===== src/shared/aotr_map.vh =====
`ifndef AOTR_MAP_VH
`define AOTR_MAP_VH

// Printed register indexes; byte address on APB is four times the index
`define AOTR_IDX_C2A        12'h334
`define AOTR_IDX_C2B        12'h336
`define AOTR_IDX_C3C        12'h338
`define AOTR_IDX_C3D        12'h33A
`define AOTR_IDX_C4         12'h33C
`define AOTR_IDX_STATUS     12'h340

// Trim storage slots, also the fuse word addresses
`define AOTR_SLOT_C2A       3'h0
`define AOTR_SLOT_C2B       3'h1
`define AOTR_SLOT_C3C       3'h2
`define AOTR_SLOT_C3D       3'h3
`define AOTR_SLOT_C4        3'h4
`define AOTR_SLOT_LAST      3'h4
`define AOTR_SLOT_NONE      3'h7
`define AOTR_NUM_SLOTS      5

// Field layout
`define AOTR_TRIM_W         12
`define AOTR_TRIM_MSB       11
`define AOTR_RSVD_MSB       15
`define AOTR_RSVD_LSB       12
`define AOTR_TRIM_RESET     12'h000
`define AOTR_STAT_LOADED    0
`define AOTR_STAT_CALHIT    1

`endif


===== src/verilog/aotr_fuse_loader.v =====
`include "aotr_map.vh"

module aotr_fuse_loader (
  input  wire        pclk,
  input  wire        presetn,
  input  wire        fuse_valid,
  input  wire [11:0] fuse_rdata,
  output reg         fuse_rd,
  output reg  [2:0]  fuse_addr,
  output reg         load_we,
  output reg  [2:0]  load_slot,
  output reg  [11:0] load_data,
  output reg         load_done
);

  localparam [1:0] ST_REQ  = 2'b00;
  localparam [1:0] ST_WAIT = 2'b01;
  localparam [1:0] ST_DONE = 2'b10;

  reg [1:0] state_reg;

  ////////////////////////////////////////////////////////////////////////////
  // Walks the fuse words once after reset; fuse storage is on pclk
  always @(posedge pclk or negedge presetn) begin
    if (!presetn) begin
      state_reg <= ST_REQ;
      fuse_rd   <= 1'b0;
      fuse_addr <= 3'h0;
      load_we   <= 1'b0;
      load_slot <= 3'h0;
      load_data <= 12'h000;
      load_done <= 1'b0;
    end else begin
      load_we <= 1'b0;
      case (state_reg)
        ST_REQ: begin
          fuse_rd   <= 1'b1;
          state_reg <= ST_WAIT;
        end
        ST_WAIT: begin
          fuse_rd <= 1'b0;
          if (fuse_valid) begin
            load_we   <= 1'b1;
            load_slot <= fuse_addr;
            load_data <= fuse_rdata;
            if (fuse_addr == `AOTR_SLOT_LAST) begin
              state_reg <= ST_DONE;
            end else begin
              fuse_addr <= fuse_addr + 3'h1;
              state_reg <= ST_REQ;
            end
          end
        end
        ST_DONE: begin
          load_done <= ~load_we ? 1'b1 : load_done;
        end
        default: begin
          state_reg <= ST_DONE;
        end
      endcase
    end
  end

endmodule // aotr_fuse_loader


===== src/verilog/aotr_offset_select.v =====
`include "aotr_map.vh"

module aotr_offset_select (
  input  wire        pclk,
  input  wire        presetn,
  input  wire [11:0] trim_c2a,
  input  wire [11:0] trim_c2b,
  input  wire [11:0] trim_c3c,
  input  wire [11:0] trim_c3d,
  input  wire [11:0] trim_c4,
  input  wire        core2_input_sel,
  input  wire        core3_input_sel,
  output reg  [11:0] core2_offset,
  output reg  [11:0] core3_offset,
  output reg  [11:0] core4_offset
);

  // Trims are passed as plain unsigned codes, never sign extended
  always @(posedge pclk or negedge presetn) begin
    if (!presetn) begin
      core2_offset <= `AOTR_TRIM_RESET;
      core3_offset <= `AOTR_TRIM_RESET;
      core4_offset <= `AOTR_TRIM_RESET;
    end else begin
      core2_offset <= core2_input_sel ? trim_c2b : trim_c2a;
      core3_offset <= core3_input_sel ? trim_c3d : trim_c3c;
      core4_offset <= trim_c4;
    end
  end

endmodule // aotr_offset_select


===== src/verilog/aotr_regs.v =====
// Register access over APB is this design's own decision.
`include "aotr_map.vh"

module aotr_regs (
  input  wire        pclk,
  input  wire        presetn,
  input  wire [11:0] paddr,
  input  wire        psel,
  input  wire        penable,
  input  wire        pwrite,
  input  wire [31:0] pwdata,
  output reg  [31:0] prdata,
  output reg         pready,
  output reg         pslverr,
  input  wire        fuse_valid,
  input  wire [11:0] fuse_rdata,
  output wire        fuse_rd,
  output wire [2:0]  fuse_addr,
  input  wire        offset_cal_busy,
  input  wire        core2_input_sel,
  input  wire        core3_input_sel,
  output wire [11:0] core2_offset,
  output wire [11:0] core3_offset,
  output wire [11:0] core4_offset
);

  reg  [11:0] trim_reg [0:`AOTR_NUM_SLOTS-1];
  reg         cal_hit_reg;
  wire        load_we;
  wire [2:0]  load_slot;
  wire [11:0] load_data;
  wire        load_done;
  wire [2:0]  slot;
  wire        is_status;
  wire        bad_addr;
  wire        access_ph;
  wire        answer;
  wire        commit;
  wire        wr_commit;
  wire [4:0]  load_hit;
  wire [4:0]  write_hit;
  wire        cal_set;
  wire        cal_clear;
  wire [15:0] core2_input_a_offset_trim;
  wire [15:0] core2_input_b_offset_trim;
  wire [15:0] core3_input_c_offset_trim;
  wire [15:0] core3_input_d_offset_trim;
  wire [15:0] core4_offset_trim;
  reg  [31:0] rdata_next;

  ////////////////////////////////////////////////////////////////////////////
  // Register index of a byte address; each register takes one aligned word
  function [11:0] word_index;
    input [11:0] addr;
    begin
      word_index = {2'h0, addr[11:2]};
    end
  endfunction

  // Trim slot of an address, or none for status, unmapped and unaligned ones
  function [2:0] slot_of;
    input [11:0] addr;
    begin
      if (addr[1:0] != 2'h0) begin
        slot_of = `AOTR_SLOT_NONE;
      end else begin
        case (word_index(addr))
          `AOTR_IDX_C2A: slot_of = `AOTR_SLOT_C2A;
          `AOTR_IDX_C2B: slot_of = `AOTR_SLOT_C2B;
          `AOTR_IDX_C3C: slot_of = `AOTR_SLOT_C3C;
          `AOTR_IDX_C3D: slot_of = `AOTR_SLOT_C3D;
          `AOTR_IDX_C4:  slot_of = `AOTR_SLOT_C4;
          default:       slot_of = `AOTR_SLOT_NONE;
        endcase
      end
    end
  endfunction

  assign slot      = slot_of(paddr);
  assign is_status = (paddr[1:0] == 2'h0) && (word_index(paddr) == `AOTR_IDX_STATUS);
  assign bad_addr  = (slot == `AOTR_SLOT_NONE) && !is_status;
  assign access_ph = psel & penable;
  assign answer    = access_ph & load_done & ~pready;
  assign commit    = access_ph & pready;
  assign wr_commit = commit & pwrite;

  // One-hot slot strobes; the none code shifts out of the five bits
  assign load_hit  = load_we ? (5'h01 << load_slot) : 5'h00;
  assign write_hit = wr_commit ? (5'h01 << slot) : 5'h00;

  // A trim access and a status write never fall in one transfer
  assign cal_set   = commit & offset_cal_busy & (slot != `AOTR_SLOT_NONE);
  assign cal_clear = wr_commit & is_status & pwdata[`AOTR_STAT_CALHIT];

  // Sixteen-bit software views; bits 15:12 are not stored, so they read zero
  assign core2_input_a_offset_trim = {4'h0, trim_reg[`AOTR_SLOT_C2A]};
  assign core2_input_b_offset_trim = {4'h0, trim_reg[`AOTR_SLOT_C2B]};
  assign core3_input_c_offset_trim = {4'h0, trim_reg[`AOTR_SLOT_C3C]};
  assign core3_input_d_offset_trim = {4'h0, trim_reg[`AOTR_SLOT_C3D]};
  assign core4_offset_trim         = {4'h0, trim_reg[`AOTR_SLOT_C4]};

  ////////////////////////////////////////////////////////////////////////////
  // Fuse load runs first; the bus is stalled until it has finished
  aotr_fuse_loader u_loader (
    .pclk       (pclk),
    .presetn    (presetn),
    .fuse_valid (fuse_valid),
    .fuse_rdata (fuse_rdata),
    .fuse_rd    (fuse_rd),
    .fuse_addr  (fuse_addr),
    .load_we    (load_we),
    .load_slot  (load_slot),
    .load_data  (load_data),
    .load_done  (load_done)
  );

  ////////////////////////////////////////////////////////////////////////////
  // Trim storage; only the 12-bit field is kept, reserved bits read zero
  genvar gi;
  generate
    for (gi = 0; gi < `AOTR_NUM_SLOTS; gi = gi + 1) begin : g_trim
      always @(posedge pclk or negedge presetn) begin
        if (!presetn) begin
          trim_reg[gi] <= `AOTR_TRIM_RESET;
        end else if (load_hit[gi]) begin
          trim_reg[gi] <= load_data;
        end else if (write_hit[gi]) begin
          trim_reg[gi] <= pwdata[`AOTR_TRIM_MSB:0];
        end
      end
    end
  endgenerate

  ////////////////////////////////////////////////////////////////////////////
  // Read mux over the named views; the status word holds only two flags
  always @* begin
    rdata_next = 32'h0000_0000;
    case (slot)
      `AOTR_SLOT_C2A: rdata_next[`AOTR_RSVD_MSB:0] = core2_input_a_offset_trim;
      `AOTR_SLOT_C2B: rdata_next[`AOTR_RSVD_MSB:0] = core2_input_b_offset_trim;
      `AOTR_SLOT_C3C: rdata_next[`AOTR_RSVD_MSB:0] = core3_input_c_offset_trim;
      `AOTR_SLOT_C3D: rdata_next[`AOTR_RSVD_MSB:0] = core3_input_d_offset_trim;
      `AOTR_SLOT_C4:  rdata_next[`AOTR_RSVD_MSB:0] = core4_offset_trim;
      default: begin
        if (is_status) begin
          rdata_next[`AOTR_STAT_LOADED] = load_done;
          rdata_next[`AOTR_STAT_CALHIT] = cal_hit_reg;
        end
      end
    endcase
  end

  ////////////////////////////////////////////////////////////////////////////
  // APB slave: one wait state, and nothing is answered before the fuse load ends
  always @(posedge pclk or negedge presetn) begin
    if (!presetn) begin
      pready <= 1'h0;
    end else begin
      pready <= answer;
    end
  end

  // An error answer carries no data, and its write has already been dropped
  always @(posedge pclk or negedge presetn) begin
    if (!presetn) begin
      pslverr <= 1'h0;
    end else begin
      pslverr <= answer & bad_addr;
    end
  end

  // Read data stands from one answer until the next
  always @(posedge pclk or negedge presetn) begin
    if (!presetn) begin
      prdata <= 32'h0000_0000;
    end else if (answer) begin
      prdata <= pwrite ? 32'h0000_0000 : rdata_next;
    end
  end

  // Sticky flag for a trim access during offset calibration; set wins over clear
  always @(posedge pclk or negedge presetn) begin
    if (!presetn) begin
      cal_hit_reg <= 1'h0;
    end else if (cal_set) begin
      cal_hit_reg <= 1'h1;
    end else if (cal_clear) begin
      cal_hit_reg <= 1'h0;
    end
  end

  ////////////////////////////////////////////////////////////////////////////
  aotr_offset_select u_select (
    .pclk            (pclk),
    .presetn         (presetn),
    .trim_c2a        (trim_reg[`AOTR_SLOT_C2A]),
    .trim_c2b        (trim_reg[`AOTR_SLOT_C2B]),
    .trim_c3c        (trim_reg[`AOTR_SLOT_C3C]),
    .trim_c3d        (trim_reg[`AOTR_SLOT_C3D]),
    .trim_c4         (trim_reg[`AOTR_SLOT_C4]),
    .core2_input_sel (core2_input_sel),
    .core3_input_sel (core3_input_sel),
    .core2_offset    (core2_offset),
    .core3_offset    (core3_offset),
    .core4_offset    (core4_offset)
  );

endmodule // aotr_regs


===== config.mk =====
export PLATFORM = sky130hd
export DESIGN_NAME = aotr_regs
export DESIGN_NICKNAME = d
export VERILOG_FILES = /design/src/verilog/aotr_fuse_loader.v /design/src/verilog/aotr_offset_select.v /design/src/verilog/aotr_regs.v
export VERILOG_INCLUDE_DIRS = /design/src /design/src/shared
export SDC_FILE = /design/constraint.sdc
export NUM_CORES = 1
export LEC_CHECK = 0
export BUFFER_PORTS_ARGS = -buffer_cell sky130_fd_sc_hd__buf_2
export CAP_MARGIN = 20
export CELL_PAD_IN_SITES_DETAIL_PLACEMENT = 0
export CELL_PAD_IN_SITES_GLOBAL_PLACEMENT = 1
export CORE_ASPECT_RATIO = 1.2
export CORE_MARGIN = 2
export CORE_UTILIZATION = 39
export DETAILED_ROUTE_END_ITERATION = 16
export PLACE_DENSITY_LB_ADDON = 0.1
export SLEW_MARGIN = 20
export SYNTH_ARGS = -nofsm -noshare
export SYNTH_HDL_FRONTEND = slang
export SYNTH_HIERARCHICAL = 1
export SYNTH_SLANG_ARGS = --single-unit

===== constraint.sdc =====
create_clock -name pclk -period 1.6 [get_ports pclk]
set_input_delay 0.08 -clock pclk [delete_from_list [all_inputs] [get_ports pclk]]
set_output_delay 0.08 -clock pclk [all_outputs]
set_load 0.01 [all_outputs]

==> results by stage, run 1 <==
Synthesis:
- The synthesized flop and latch total is 134.
- Counting flops with a built-in enable in the synthesized netlist gives 0.
- The cell count after synthesis is 596.
- The total standard cell area after synthesis is 0.006650 mm².
- For this run, the leading register cell type out of synthesis is dfrtp_1.
- By area the synthesized netlist is led by dfrtp_1 (50%), mux2i_1 (9.9%), nand2_1 (6.2%).
- The share of synthesized area in the top cell type comes to 0.5042.
- dfrtp_1 takes more of the synthesized area than any other cell.
- The cell with the most instances after synthesis is dfrtp_1.
- Yosys mapped the design onto 63 distinct sky130hd cell types.
- After synthesis, the most frequently instantiated cells are dfrtp_1 (134), nand2_1 (109), mux2i_1 (66).
- Of all flip-flops after synthesis, the portion carrying an async set or reset was 1.000.
- The Yosys warning count is 6.
- The fraction of the yosys area taken by sequential cells is 0.5042.
- The synthesized area per cell is approximately 11 µm².

STA:
- Static timing analysis puts the maximum clock frequency at 0.6148 GHz.
- Setup violations remaining at the end of the flow were counted as 7.
- Setup repair after global routing could not meet its margin everywhere.
- The number of hold violations in the final report came to 0.
- The post-layout minimum cycle time is roughly 1.6 ns.
- The final setup slack of the worst path is -0.02663 ns.
- On the final layout, the worst clock skew is roughly 0.0086 ns.
- Summed over all failing endpoints, the final setup total negative slack is -0.05230 ns.
- Dividing the final minimum period by the clock period gives 1.017.
- The count of pins over their slew limit is 0.

Final layout:
- For this run, the post-layout net count is 833.
- The area growth from synthesis to layout is 33.90%.
- The repair_antennas step left the layout with diodes totalling 0.
- The area used by sequential logic in the layout is 0.003356 mm².
- The combined area of the multi-input logic cells is between 0.003 and 0.004 mm².
- Fill cells in the final layout number approximately 1,500.
- Of the cells placed in the final design, the portion with a size suffix greater than 1 is 0.3830.

CTS:
- The clock latency at the later pin of the worst-skew pair is 0.42 ns.
- CTS placed an instance of clkbuf_16 at the clock tree root.
- The buffer depth of the longest clock path is 2.
- The number of sinks driven by the clock tree is 134.
- The clock slew seen by the registers of the worst setup and hold paths is 0.06 ns.
- The clock tree synthesis step divided the H-tree into 4 levels.
- The number of buffers inserted during clock tree synthesis is 17.
- The CTS tree is yes.

Run:
- The tool flagged a number of max-cap violations equal to 0.

Drt:
- The final routed wirelength across all metal layers is 18,000 µm.
- In this run, the number of DRC markers left after iteration 0 of detailed routing was 230.
- In the final routed layout, each cell accounts on average for 18.11 µm.
- The detailed-route vias per instance is 5.010.
- Detailed routing inserted a total of 4,980 vias.
- For this run, design rule violations remaining after detail routing come to 0.
- In this run the remaining antenna-violating nets after routing total 0.
- The number of search-and-repair iterations in the first detailed-routing pass is 4.

GRT:
- For this run, the total global-route usage over all layers was measured as 0.2020.
- The leftover overflow at the end of global routing is 0.
- Entering global routing, the biggest net connects 46 pins.
- The layer with the highest usage after global routing is met2.
- The met1 layer usage reported by global route is 0.2911.
- The number of global-route vias before repair was 5,005.
- The global-route wire length before repair is 27,790 µm.
- For this run, global-route usage on met2 was measured as 0.3055.
- The number of antenna violations at the first check in global routing is 0.
- The global routing usage on met3 is 0.03688.

Placed design:
- At the end of routability-driven placement, the weighted congestion stood at about 0.84.
- Prior to clock tree synthesis, the placed netlist has a worst setup slack of -0.1188 ns.
- The total half-perimeter wirelength after legalization and detailed placement is 13,260 µm.
- During placement, the flow inserted port buffers numbering 98.

Setup path:
- The arrival time at the worst endpoint is around 2.0 ns.
- STA puts the critical path data required time at 1.95 ns.
- The signal on the critical path passes through buf_6 > nor4b_4 > buf_4 > buf_12 > a31oi_4 > clkbuf_16 > nand2_1 > o21ai_1.
- The critical-path cell with the highest stage delay is dfrtp_1.
- The type of element capturing the critical path is a register.
- STA classifies the critical path startpoint as a register.
- The setup path with the least slack is of type reg -> reg.
- The maximum cell stage delay along the critical path is 0.42 ns.
- Of all nets on the critical path, the largest fanout is 12.

Die:
- The horizontal die dimension is 123.2 µm.
- 139 I/O pins were placed.
- The overall die area is 0.01812 mm².
- The initialized floorplan defines 52 standard-cell rows.
- The height of the die is 147.0 µm.
- The starting density of the core is 0.3962.
- The placeable core region is approximately 0.017 mm².

Power and ir drop:
- VDD sags by at most 0.0008276 V.
- The standby leakage power is 4.232 nW.
- For this design the ratio of total power to cell area is about 1500 mW/mm².

Run status:
- The checks that failed: negative setup slack.
- The flow ran to the end, but the final reports show violations.

Worst hold path:
- The kind of path behind the tightest hold check is in -> reg.
-- final timing paths --
check	start	depth (start not counted)	end	slack [ns]
min	pwdata[7]	3	core2_input_b_offset_trim[7]	0.03
max reg2reg	u_loader/load_slot[1]	8	core2_input_a_offset_trim[3]	-0.03
max	u_loader/load_slot[1]	8	core2_input_a_offset_trim[3]	-0.03
max in group asynchronous	presetn	3	u_loader/load_slot[0]	0.86
min reg2reg	core4_offset_trim[4]	0	u_select/core4_offset[4]	0.42
min in group asynchronous	presetn	2	u_select/core2_offset[0]	0.13
-- cells in the final DEF, fill, tap and decap left out, types with 3 or more instances in the layout --
master and n:
nor2_1 20, o21ai_1 30, inv_6 3, dlygate4sd3_1 17, mux2_4 21, and3_2 3, buf_12 11, o21ai_0 12
and3_1 3, mux2_2 4, conb_1 20, nand3_1 6, a22oi_1 6, nand2_1 92, nand4_1 5, bufinv_16 3
clkbuf_16 22, nor3_2 4, dfrtp_1 132, buf_4 44, buf_2 97, a31oi_4 3, a2bb2oi_1 3, nand2_2 6
buf_6 6, o21ai_2 24, clkbuf_8 3, a22o_1 10, mux2i_1 64, a21oi_1 28, nand2_4 12, inv_1 7
-- power by group --
group	switching (mW)	total [mW]	leakage [nW]	internal, mW
sequential	1.34	6.12	1.71	4.78
clock	1.50	4.08	0.304	2.58
combinational	1.65	3.44	2.22	1.79
-- stage by stage --
step           std cells    util  hold slack (ns)  total power, mW  cell area [µm²]
3_3_place_gp         931  0.4579         0.001944            9.092             7686
5_1_grt              994  0.5305          0.03685            14.49             8905
3_5_place_dp         931  0.4579         0.006971            9.222             7686
6_report             994  0.5305          0.03293            13.64             8905
4_1_cts              980  0.5064         0.006095            13.39             8501
2_1_floorplan        615       -          -0.2156            7.713             6735
-- kinds of logic (layout without fill, tap and decap cells) --
| logic type | Yosys count | count (layout) | share of synthesized area |
|---|---|---|---|
| and+or+nand+nor | 178 | 178 | 0.1419 |
| AOI/OAI and AO/OA | 132 | 132 | 0.1364 |
| buffers and inverters | 56 | 219 | 0.05701 |
| muxes | 91 | 91 | 0.1535 |
| adders and majority gates | 2 | 2 | 0.003762 |
| DFF | 134 | 134 | 0.5042 |
| xor gates and xnor gates | 2 | 2 | 0.002635 |
| other | 1 | 20 | 0.0005639 |
-- cell type report --
class | instances | share of cell area
flip-flops and latches | 134 | 0.3768
multi-input cells | 425 | 0.3631
repair buffers | 180 | 0.1571
clock buffers | 21 | 0.05283
well taps | 216 | 0.03035
clock inverters | 10 | 0.01616
inverters | 8 | 0.003653
-- timing repair --
item,CTS,global route
setup buffers,1,8
gates resized for setup,7,50
hold buffers,17,0
pin swaps,2,20
hold endpoints to repair,150,0
setup endpoints to repair,18,49
cloned,0,6
-- critical path, delay by kind of cell (launching register included) --
family / cells / cell delay, ns
DFF: 1 / 0.42
and+or+nand+nor: 2 / 0.11
AOI/OAI and AO/OA: 2 / 0.36
buffers and inverters: 4 / 0.66
-- metal layers --
layer / up-vias / part of all wire / routed length (µm)
li1: 2422 / - / -
met1: 2420 / 0.46 / 8300
met2: 114 / 0.48 / 8722
met3: 24 / 0.037 / 659
met4: 0 / 0.018 / 320
met5: - / 0 / 0
(Power assumes the default switching activity.)
==> inputs of run 2 (changes only) <==
--- a/config.mk
+++ b/config.mk
@@ -8,11 +8,11 @@
 export LEC_CHECK = 0
 export BUFFER_PORTS_ARGS = -buffer_cell sky130_fd_sc_hd__buf_2
 export CAP_MARGIN = 20
-export CELL_PAD_IN_SITES_DETAIL_PLACEMENT = 0
-export CELL_PAD_IN_SITES_GLOBAL_PLACEMENT = 1
+export CELL_PAD_IN_SITES_DETAIL_PLACEMENT = 2
+export CELL_PAD_IN_SITES_GLOBAL_PLACEMENT = 2
 export CORE_ASPECT_RATIO = 1.2
 export CORE_MARGIN = 2
-export CORE_UTILIZATION = 39
+export CORE_UTILIZATION = 32
 export DETAILED_ROUTE_END_ITERATION = 16
 export PLACE_DENSITY_LB_ADDON = 0.1
 export SLEW_MARGIN = 20
==> results by stage, run 2 (synthesized netlist as in run 1, its figures left out) <==
Run status:
- The run finished, with violations left.
- The final reports fail on negative setup slack.

Setup path:
- The critical path is of the reg -> reg type.
- The worst register-to-register path ends at core2_input_b_offset_trim[5].
- The register-to-register path setup slack is -0.03 ns (about the same).
- STA classifies the critical path startpoint as a register.
- The most critical setup path has its startpoint at u_loader/load_slot[1].
- In this run the critical register-to-register path is launched from u_loader/load_slot[1].
- The most critical setup path has its endpoint at core2_input_b_offset_trim[5].
- The type of element capturing the critical path is a register.
- The cell count of the worst reg-to-reg path was 5 (-3).
- The arrival time at the worst endpoint is 1.94 ns (-0.03 ns).
- The maximum fanout along the worst path is 8 (-4).
- The critical path required time is 1.91 ns (-0.04 ns).

Power and ir drop:
- The power density over cell area is 1550 mW/mm² (+1.2%).
- The total power is 13.55 mW (-0.67%).
- The highest ir drop seen on vdd is 0.0008155 V (-1.5%).
- The clock power share is 0.298 (about the same).
- The sequential share of power is 0.454 (+0.005).
- The power dissipated by switching net loads was 4.544 mW (+1.2%).
- The share of total power in combinational logic was 0.248 (-0.004).
- The standby leakage power is 4.145 nW (-2.0%).
- The cell-internal power is 9.003 mW (-1.6%).
- The share of total power consumed by net switching is 0.3354 (+0.006367).

STA:
- The worst slack on hold paths was 0.04728 ns (+0.01435 ns).
- The maximum clock frequency is 0.6145 GHz (about the same).
- The post-layout minimum cycle time is 1.627 ns (+0.0006393 ns).
- The number of hold violations in the final report is 0 (unchanged).
- The final setup TNS came to -0.2111 ns (-0.1588 ns).
- The final setup slack of the worst path came to -0.02727 ns (-0.0006393 ns).
- Setup repair after global routing could not meet its margin everywhere.
- The count of pins over their slew limit is 0 (unchanged).
- The final clock skew is 0.008865 ns (+0.0002597 ns).
- The portion of the clock cycle consumed by the worst path in the final layout is 1.017 (about the same).
- The number of failing setup endpoints in the final timing report is 12 (+5).

Drt:
- The DRC violations left was 0 (unchanged).
- The number of search-and-repair iterations in the first detailed-routing pass was 4 (unchanged).
- The number of antenna-violating nets in the routed design was 0 (unchanged).
- The detailed-route vias per instance is 4.893 (-2.3%).
- The per-cell routed wire length was 19.67 µm (+8.6%).
- The final routed wirelength across all metal layers came to 20,440 µm (+14%).
- The first-iteration detailed-routing DRC count is 215 (-6.5%).
- The total number of vias came to 5,084 (+2.1%).

GRT:
- The largest net degree at the start of global routing is 42 (-8.7%).
- The global-route wire length before repair is 32,250 µm (+16%).
- The number of antenna violations at the first check in global routing is 0 (unchanged).
- The global routing usage summed across all routing layers is 0.1941 (-0.007887).
- The leftover overflow at the end of global routing came to 0 (unchanged).
- The number of global-route vias before repair is 5,621 (+12%).

CTS:
- The buffer depth of the longest clock path came to 2 (unchanged).
- The number of sinks driven by the clock tree was 134 (unchanged).
- The clock slew seen by the registers of the worst setup and hold paths is 0.06 ns (about the same).
- The root buffer cell chosen for the clock tree is clkbuf_16.
- The number of buffers inserted during clock tree synthesis was 17 (unchanged).
- The CTS tree is yes.
- The clock latency at the later pin of the worst-skew pair came to 0.42 ns (about the same).
- The H-tree depth reported by CTS is 4 (unchanged).

Die:
- The overall die area is 0.02196 mm² (+21%).
- The horizontal die dimension was 135.6 µm (+10%).
- The height of the die came to 161.9 µm (+10%).
- The starting density of the core came to 0.3272 (-0.06899).
- The cell row count is 57 (+9.6%).
- The total I/O pin count is 139 (unchanged).
- The placeable core region is 0.02033 mm² (+21%).

Final layout:
- The most common cell after layout, fill and taps aside is dfrtp_1.
- The area growth from synthesis to final layout is 31.44%.
- The ratio of cells with drive above 1 in the final layout is 0.3579 (-0.02515).
- Leaving out fill and tap cells, the most frequent cells in the layout are dfrtp_1 (131), nand2_1 (108), buf_2 (97).
- The count of nets after finishing is 828 (-0.60%).
- The number of antenna diodes is 0 (unchanged).
- The final design utilization is 0.4300 (-0.1004).

Placed design:
- The count of input and output buffers came to 98 (unchanged).
- The weighted congestion at the end of routability-driven global placement came to 0.8246 (-2.3%).
- The pre-CTS setup slack is -0.1153 ns (+0.003556 ns).
- The total half-perimeter wirelength after legalization and detailed placement is 15,590 µm (+18%).

Worst hold path:
- The kind of path behind the tightest hold check is in -> reg.

Run:
- The max-capacitance violation count is 0 (unchanged).
==> run 2: cell type report <==
| type | instances | area (µm²) |
|---|---|---|
| clock buffers | 22 | 464.2 |
| clock inverters | 10 | 145.1 |
| fillers | 2166 | 11580 |
| inverters | 8 | 32.53 |
| multi-input cells | 425 | 3102 |
| flip-flops and latches | 134 | 3357 |
| well taps | 265 | 331.6 |
| repair buffers | 175 | 1309 |
==> run 2: critical path, cell delays in order, from the launching register on <==
cell and delay (ns):
dfrtp_1 0.43, buf_12 0.16, nor4bb_4 0.37, buf_6 0.22, mux2i_1 0.26, o21ai_2 0.07
==> run 2: metrics by stage <==
step                      instance area [µm²]  cells
after detailed placement                 7818    986
after floorplan                          6735    615
after CTS                                8610   1035
after global routing                     8741   1039
final                                    8741   1039
after global placement                   7818    986
==> run 2: worst min path at each step <==
stage	start	to	slack, ns	cells past startpoint
6_report	pwdata[2]	core2_input_a_offset_trim[2]	0.05	3
5_1_grt	pwdata[10]	core3_input_c_offset_trim[10]	0.05	3
4_1_cts	pwdata[8]	core4_offset_trim[8]	0.02	3
3_5_place_dp	presetn	prdata[1]	0.03	1
3_3_place_gp	presetn	prdata[1]	0.04	1
2_1_floorplan	presetn	cal_hit_reg	-0.22	0
==> run 2: power by group through the flow <==
stage / sequential (mW) / combinational, mW / clock [mW]
finish: 6.15 / 3.36 / 4.04
global route: 6.37 / 3.76 / 4.29
CTS: 6.13 / 3.38 / 4.16
detailed placement: 6.15 / 3.29 / 0
global placement: 6.02 / 3.15 / 0
floorplan: 5.90 / 1.81 / 0
==> run 2: routing by layer <==
layer,part of all wire,vias to the layer above,GRT usage,routed length [µm]
met1,0.46,2582,0.2567,9358
met2,0.51,91,0.3313,10360
li1,-,2398,-,-
met3,0.026,13,0.03402,529
met5,0,-,0,0
met4,0.0095,0,0.04545,195
==> run 2: timing repair <==
item	in CTS	in global routing
pin swaps	1	2
resized for setup	5	24
gates cloned	0	1
setup buffers	1	3
hold endpoints to repair	133	0
endpoints found under the setup margin	20	44
hold buffers	16	0
